`src/shared/wdt_pkg.sv`:
```
// Purpose: constants for the watchdog timer core
// Assumes: avalon-mm slave, 32-bit data, word addressing by byte offset
// Notes:   all offsets are byte addresses of aligned words
package wdt_pkg;

  // ************************************************
  // register offsets
  // ************************************************
  localparam logic [7:0] reload_off  = 8'h00;
  localparam logic [7:0] value_off   = 8'h04;
  localparam logic [7:0] ctrl_off    = 8'h08;
  localparam logic [7:0] status_off  = 8'h0c;
  localparam logic [7:0] mask_off    = 8'h10;
  localparam logic [7:0] lock_off    = 8'h14;

  // ************************************************
  // control fields
  // ************************************************
  localparam int ctrl_en_bit    = 0;
  localparam int ctrl_rsten_bit = 1;
  localparam int ctrl_nmi_bit   = 2;
  localparam int ctrl_stall_bit = 3;
  localparam int ctrl_width     = 4;

  // status and mask fields
  localparam int st_timeout_bit = 0;
  localparam int st_width       = 1;

  // lock: writing the key unlocks, any other value locks
  localparam logic [31:0] unlock_key   = 32'h1acc_e551;
  localparam logic [31:0] reload_reset = 32'hffff_ffff;
  localparam logic [31:0] zero_word    = 32'h0000_0000;
  localparam logic [31:0] one_word     = 32'h0000_0001;

endpackage : wdt_pkg

```
`src/shared/wdt_cfg_if.sv`:
```
// Purpose: configuration bundle from register file to counter
// Assumes: single clock domain
// Notes:   settings driven by the top, read by the counter; count and zero_evt driven back by the counter
`timescale 1ns/1ps
interface wdt_cfg_if;
  logic        enable;
  logic        stall_en;
  logic        load_now;
  logic [31:0] load_val;
  logic        halted;
  logic        zero_evt;
  logic [31:0] count;

  modport ctl (output enable, output stall_en, output load_now, output load_val,
               output halted, input zero_evt, input count);
  modport cnt (input enable, input stall_en, input load_now, input load_val,
               input halted, output zero_evt, output count);
endinterface : wdt_cfg_if

```
`src/wdt_top.sv`:
```
// Purpose: watchdog timer core with avalon-mm register access
// Assumes: one clock, asynchronous active-low reset
// Notes:   writes and reads answer in one extra cycle
//
// The placing of the registers and register access over Avalon-MM were left to the implementer.
`timescale 1ns/1ps
module wdt_top
  import wdt_pkg::*;
(
  // clock and reset
  input  wire logic        core_clk,
  input  wire logic        reset_n,
  // avalon-mm slave
  input  wire logic [7:0]  avs_address,
  input  wire logic        avs_read,
  input  wire logic        avs_write,
  input  wire logic [31:0] avs_writedata,
  input  wire logic [3:0]  avs_byteenable,
  output logic      [31:0] avs_readdata,
  output logic             avs_waitrequest,
  // debug halt from the processor
  input  wire logic        debug_halted,
  // system outputs
  output logic             irq,
  output logic             nmi,
  output logic             sys_reset
);

  // ************************************************
  // registers
  // ************************************************
  logic [31:0]           reload_reg;
  logic [ctrl_width-1:0] ctrl_reg;
  logic [st_width-1:0]   status_reg;
  logic [st_width-1:0]   mask_reg;
  logic                  locked_reg;
  logic                  ack_reg;
  logic                  wait_reg;
  logic [31:0]           rdata_reg;
  logic                  irq_reg;
  logic                  nmi_reg;
  logic                  rst_reg;
  logic                  clr_load_reg;

  wdt_cfg_if cfg ();

  // ************************************************
  // bus decode
  // ************************************************
  // one wait cycle on every access keeps the read mux registered
  wire         req_w      = (avs_read || avs_write) && !ack_reg;
  wire         wr_w       = avs_write && !ack_reg;
  wire         full_wr_w  = wr_w && (avs_byteenable == 4'hf);
  wire         cfg_ok_w   = full_wr_w && !locked_reg;
  wire         wr_reload  = cfg_ok_w && (avs_address == reload_off);
  wire         wr_ctrl    = cfg_ok_w && (avs_address == ctrl_off);
  wire         wr_mask    = cfg_ok_w && (avs_address == mask_off);
  wire         wr_status  = full_wr_w && (avs_address == status_off);
  wire         wr_lock    = full_wr_w && (avs_address == lock_off);
  wire         running_w  = ctrl_reg[ctrl_en_bit];
  wire         int_en_w   = mask_reg[st_timeout_bit];
  wire         pending_w  = status_reg[st_timeout_bit];
  wire         clr_w      = wr_status && avs_writedata[st_timeout_bit];
  wire         second_w   = cfg.zero_evt && pending_w;
  wire         masked_w   = pending_w && int_en_w;
  wire [31:0]  ctrl_rd_w  = {{(32-ctrl_width){1'b0}}, ctrl_reg};
  wire [31:0]  st_rd_w    = {{(32-st_width){1'b0}}, status_reg};
  wire [31:0]  mask_rd_w  = {{(32-st_width){1'b0}}, mask_reg};
  wire [31:0]  lock_rd_w  = {31'h0000_0000, locked_reg};

  // read mux; unmapped offsets read as zero
  logic [31:0] rd_mux_w;
  always_comb begin
    case (avs_address)
      reload_off: rd_mux_w = reload_reg;
      value_off:  rd_mux_w = cfg.count;
      ctrl_off:   rd_mux_w = ctrl_rd_w;
      status_off: rd_mux_w = st_rd_w;
      mask_off:   rd_mux_w = mask_rd_w;
      lock_off:   rd_mux_w = lock_rd_w;
      default:    rd_mux_w = zero_word;
    endcase
  end

  // ************************************************
  // bus handshake
  // ************************************************
  // waitrequest has its own flop so the bus output never glitches
  always_ff @(posedge core_clk or negedge reset_n) begin
    if (!reset_n) begin
      ack_reg   <= 1'b0;
      wait_reg  <= 1'b1;
      rdata_reg <= zero_word;
    end else begin
      ack_reg   <= req_w;
      wait_reg  <= !req_w;
      rdata_reg <= (avs_read && !ack_reg) ? rd_mux_w : rdata_reg;
    end
  end

  assign avs_waitrequest = wait_reg;
  assign avs_readdata    = rdata_reg;

  // ************************************************
  // configuration
  // ************************************************
  // enable bit is sticky: only reset clears it, so a hung task cannot stop it
  always_ff @(posedge core_clk or negedge reset_n) begin
    if (!reset_n) begin
      reload_reg <= reload_reset;
      ctrl_reg   <= '0;
      mask_reg   <= '0;
    end else begin
      if (wr_reload)
        reload_reg <= avs_writedata;
      if (wr_ctrl)
        ctrl_reg <= avs_writedata[ctrl_width-1:0] |
                    {{(ctrl_width-1){1'b0}}, running_w};
      if (wr_ctrl && avs_writedata[ctrl_en_bit])
        mask_reg[st_timeout_bit] <= 1'b1;
      else if (wr_mask)
        mask_reg[st_timeout_bit] <= avs_writedata[st_timeout_bit] | running_w;
    end
  end

  // lock: key word unlocks, any other value locks
  always_ff @(posedge core_clk or negedge reset_n) begin
    if (!reset_n)
      locked_reg <= 1'b0;
    else if (wr_lock)
      locked_reg <= (avs_writedata != unlock_key);
  end

  // ************************************************
  // counter control
  // ************************************************
  // a clear reloads the counter one cycle later
  always_ff @(posedge core_clk or negedge reset_n) begin
    if (!reset_n)
      clr_load_reg <= 1'b0;
    else
      clr_load_reg <= clr_w && pending_w && running_w;
  end

  assign cfg.enable   = running_w;
  assign cfg.stall_en = ctrl_reg[ctrl_stall_bit];
  assign cfg.halted   = debug_halted;
  assign cfg.load_val = wr_reload ? avs_writedata : reload_reg;
  // a stopped counter takes the reload too, so enable starts from it
  assign cfg.load_now = wr_reload || clr_load_reg;

  wdt_counter u_counter (
    .core_clk (core_clk),
    .reset_n  (reset_n),
    .cfg      (cfg)
  );

  // ************************************************
  // status, interrupt and reset
  // ************************************************
  // set wins over a clear in the same cycle
  always_ff @(posedge core_clk or negedge reset_n) begin
    if (!reset_n)
      status_reg <= '0;
    else if (cfg.zero_evt && int_en_w)
      status_reg[st_timeout_bit] <= 1'b1;
    else if (clr_w)
      status_reg[st_timeout_bit] <= 1'b0;
  end

  // reset stays latched until the system resets the block
  always_ff @(posedge core_clk or negedge reset_n) begin
    if (!reset_n) begin
      irq_reg <= 1'b0;
      nmi_reg <= 1'b0;
      rst_reg <= 1'b0;
    end else begin
      irq_reg <= masked_w && !ctrl_reg[ctrl_nmi_bit];
      nmi_reg <= masked_w && ctrl_reg[ctrl_nmi_bit];
      if (second_w && ctrl_reg[ctrl_rsten_bit])
        rst_reg <= 1'b1;
    end
  end

  assign irq       = irq_reg;
  assign nmi       = nmi_reg;
  assign sys_reset = rst_reg;
endmodule : wdt_top

```
`src/wdt_counter.sv`:
```
// Purpose: 32-bit down counter of the watchdog
// Assumes: load_now has priority over counting
// Notes:   zero_evt pulses one cycle when count hits zero, but stays high while counting on a zero reload
`timescale 1ns/1ps
module wdt_counter
  import wdt_pkg::*;
(
  // clock and reset
  input  wire logic core_clk,
  input  wire logic reset_n,
  // configuration
  wdt_cfg_if.cnt    cfg
);

  logic [31:0] count_reg;
  logic        zero_reg;
  wire         run_w  = cfg.enable && !(cfg.stall_en && cfg.halted);
  wire         at_zero = (count_reg == zero_word);

  // ************************************************
  // counting
  // ************************************************
  // a zero reload raises the event right away from the load value, but only while enabled
  always_ff @(posedge core_clk or negedge reset_n) begin
    if (!reset_n) begin
      count_reg <= reload_reset;
      zero_reg  <= 1'b0;
    end else if (cfg.load_now) begin
      count_reg <= cfg.load_val;
      zero_reg  <= cfg.enable && (cfg.load_val == zero_word);
    end else if (run_w) begin
      count_reg <= at_zero ? cfg.load_val : count_reg - one_word;
      zero_reg  <= at_zero;
    end else begin
      zero_reg  <= 1'b0;
    end
  end

  assign cfg.count    = count_reg;
  assign cfg.zero_evt = zero_reg;
endmodule : wdt_counter

```
`config.mk`:
```
export PLATFORM = sky130hd
export DESIGN_NAME = wdt_top
export DESIGN_NICKNAME = d
export VERILOG_FILES = /design/src/shared/wdt_pkg.sv /design/src/shared/wdt_cfg_if.sv /design/src/wdt_top.sv /design/src/wdt_counter.sv
export SDC_FILE = /design/constraint.sdc
export NUM_CORES = 1
export LEC_CHECK = 0
export BUFFER_PORTS_ARGS = -buffer_cell sky130_fd_sc_hd__buf_2
export CORE_ASPECT_RATIO = 1.4
export CORE_MARGIN = 2
export CORE_UTILIZATION = 55
export DETAILED_ROUTE_END_ITERATION = 10
export HOLD_SLACK_MARGIN = 0.1
export PLACE_DENSITY = 0.79
export SYNTH_ARGS = -nofsm -noshare
export SYNTH_HDL_FRONTEND = slang
export SYNTH_SLANG_ARGS = --single-unit
```
`constraint.sdc`:
```
create_clock -name core_clk -period 2.67 [get_ports core_clk]
set_input_delay 0.4005 -clock core_clk [delete_from_list [all_inputs] [get_ports core_clk]]
set_output_delay 0.4005 -clock core_clk [all_outputs]
set_load 0.02 [all_outputs]
```
==> key figures <==
Status
  – Status: completed

Clock tree
  – Htree depth: 3
  – Root buf cell: clkbuf_16
  – Clock transition at path regs: 80 ps
  – Clk sink count: 110
  – CTS Buf Count: 9
  – Clk buf depth: 2
  – Postcts setup bufs: 0
  – CTS tree: done
  – Clock Latency Late Sink: 360 ps

Flow run
  – Max_cap viols: 0

Yosys
  – Post-synth EDFFs: 0
  – Mapped Nets: about 640
  – Avg Inst Size Synth: between 9 and 10 um^2
  – Sequential share of the synthesized area: between 40% and 50%
  – Ys Warns: 0
  – Post-synthesis cell type count: 65
  – Dominant cells by area after synthesis: dfstp_2, dfrtp_1, mux2_2
  – Top-area cell type share of the netlist area: a little under 30%
  – Primary FF master, synth: dfstp_2
  – Ys async rst share: 100%
  – Synth Register Bits: 110
  – Mapped Cells: 584
  – Mapped cell area: 5800 um^2
  – Area leader, netlist: dfstp_2

Cells and area
  – Fill cells: 843
  – Post-route cell area: 6820 um^2
  – Ant diodes: 0
  – Final nets: between 700 and 800
  – Multi-input gate area in the final layout: approximately 2800 um^2
  – Layout area overhead: 17.7%
  – Seq. cell area: approximately 2800 um^2
  – Ratio of cells with drive above 1 in the final layout: a little under two fifths
  – Util after Layout: 66.2%

Die
  – # rows: between 40 and 50
  – Die Ht: between 100 and 150 um
  – DIE WIDTH: 90.8 um
  – Die ar.: approximately 11000 um^2
  – Starting density of the core: 56.3%
  – I/O pins: 85
  – Core Region: 10300 um^2

Placement
  – I/O Buffers: 84
  – Placed instance area: 6490 um^2
  – Detailed placer's ending HPWL: about 14000 um
  – Place WS: 96.0 ps
  – Final Wtd Congestion: about 0.94

Timing
  – Final worst-path cycle share: between 90% and 100%
  – Final worst slack: 74.1 ps
  – Setup violations, final: 0
  – Highest Clock Rate: a little under 400 MHz
  – Worst Max-Slew Pin Slew: a little under 900 ps
  – Final Skew: ~8.5 ps
  – Pins Over Slew Limit: 0
  – Setup TNS: 0 ps
  – Final hold vios: 0
  – Final min period: 2600 ps
  – Max_slew headroom: about two fifths

Power and ir drop
  – Pwr dens: ~490 nW/um^2
  – Clock power frac: 42.6%
  – Net Switching: ~0.8 mW
  – P_int: about 2.5 mW
  – Logic pwr share: 6.4%
  – Sequential power share: about half
  – Worst IR Drop VDD: roughly 0.27 mV
  – Leak Pwr: slightly below 3 nW
  – Sw Share: 24.4%

Global route
  – Total track usage: between 30 and 40%
  – Vias in the first global route: 5225
  – Largest net degree at the start of global routing: 47
  – Global-route wire length before repair: 28700 um
  – Initial antenna violation count: 0
  – GRT overflow: 0

Worst setup path
  – CP arrival: approximately 2900 ps
  – Type of origin of the critical path: flop
  – CP Data Required Time: around 3000 ps
  – Reg2reg setup slack: approximately 74 ps
  – CP max FO: 30
  – WS Path Type: reg2reg
  – CP endpoint kind: flop

Min path
  – Hold WC Path Type: in2reg

Routing
  – First DRT Iteration DRCs: about 440
  – Vias/cell: ~6.5
  – Final ANT Viol Nets: 0
  – Drt pass-1 iters: 6
  – Total via count in the routed design: about 5300
  – Final WL: roughly 18000 um
  – WL/cell: roughly 22 um
  – Detailed-route DRC error count: 0
-- cell usage in the layout (no fill, tap or decap), drive strengths merged, types with 5 or more instances in the layout --
master    n
inv      13
buf     110
a211oi    5
a311oi    9
nor4     28
a21oi    20
and3      6
nand4    14
o21ai    41
dfstp    65
mux2i     7
nand3    22
clkbuf    9
nand2    67
o211ai    8
or3       8
dfrtp    45
a22oi    28
or4       7
nor3     19
mux2     35
nor2     53
-- area by class of cell --
class                      instances  area share [%]
clock inverter                     7            1.32
clock buffer                       9            3.30
tap                              138            2.53
inverter                          10           0.550
timing repair buffer             111            9.76
multi-input combinational        431            41.0
sequential                       110            41.6
-- power groups by stage --
stage | Clock (mW) | Sequential (mW) | Combinational (mW)
global route | 1.50 | 1.69 | 0.235
detailed placement | 0 | 1.72 | 0.208
finish | 1.41 | 1.69 | 0.212
CTS | 1.42 | 1.69 | 0.210
global placement | 0 | 1.72 | 0.204
floorplan | 0 | 1.72 | 0.0782
-- worst paths after layout --
check / startpoint / end / cells after the start
hold / removal: avs_writedata[2] / ctrl_reg[2] / 2
hold reg to reg: avs_readdata[5] / avs_readdata[5] / 2
setup / recovery: ack_reg / u_counter.cfg.count[14] / 6
setup reg to reg: ack_reg / u_counter.cfg.count[14] / 6
min in group asynchronous: reset_n / sys_reset / 2
max in group asynchronous: reset_n / avs_readdata[21] / 3
-- metrics by stage --
step / total power, mW / cells / hold WS (ps)
global placement: 1.92 / 799 / 383
CTS: 3.32 / 816 / 308
finish: 3.32 / 816 / 311
detailed placement: 1.93 / 799 / 391
floorplan: 1.80 / 584 / 105
global route: 3.42 / 816 / 312
-- what timing repair did --
| item | 4_1_cts | 5_1_grt |
|---|---|---|
| hold buffers | 1 | 0 |
| endpoints found under the setup margin | 0 | 5 |
| hold endpoints to repair | 16 | 0 |
| gates resized for setup | 0 | 1 |
-- worst max-delay path: stages (launching register included) --
cell      delay [ps]
dfrtp_1          390
nand4b_1         300
or4_1            650
nor2_4           250
buf_12           230
mux2_2           390
a221o_1          310
-- cell usage after synthesis (20+ instances only) --
library cell / count
a21oi_1: 20
a22oi_1: 28
clkbuf_1: 22
dfrtp_1: 45
dfstp_2: 65
mux2_2: 35
nand2_1: 65
nand3_1: 22
nor2_1: 52
nor4_1: 23
o21ai_0: 36
-- cell families (layout without fill, tap and decap cells) --
kind of cell / Yosys count / after routing / share of synthesized area [%]
flip-flops: 110 / 110 / 48.9
multiplexers: 43 / 43 / 8.40
adder cells (fa/ha/maj): 2 / 2 / 0.432
AO/OA/AOI/OAI: 139 / 139 / 16.3
AND/OR/NAND/NOR: 247 / 247 / 22.8
buffers and inverters: 43 / 137 / 3.17
-- layer usage --
| layer | GRT usage, % | routed length (um) | part of all wire (%) |
|---|---|---|---|
| met1 | 43.7 | 7180 | 40 |
| met2 | 52.0 | 8560 | 48 |
| met3 | 4.28 | 1220 | 6.9 |
| met4 | 14.7 | 774 | 4.4 |
| met5 | 0 | 0 | 0 |
Power figures use the tool's default switching activity.
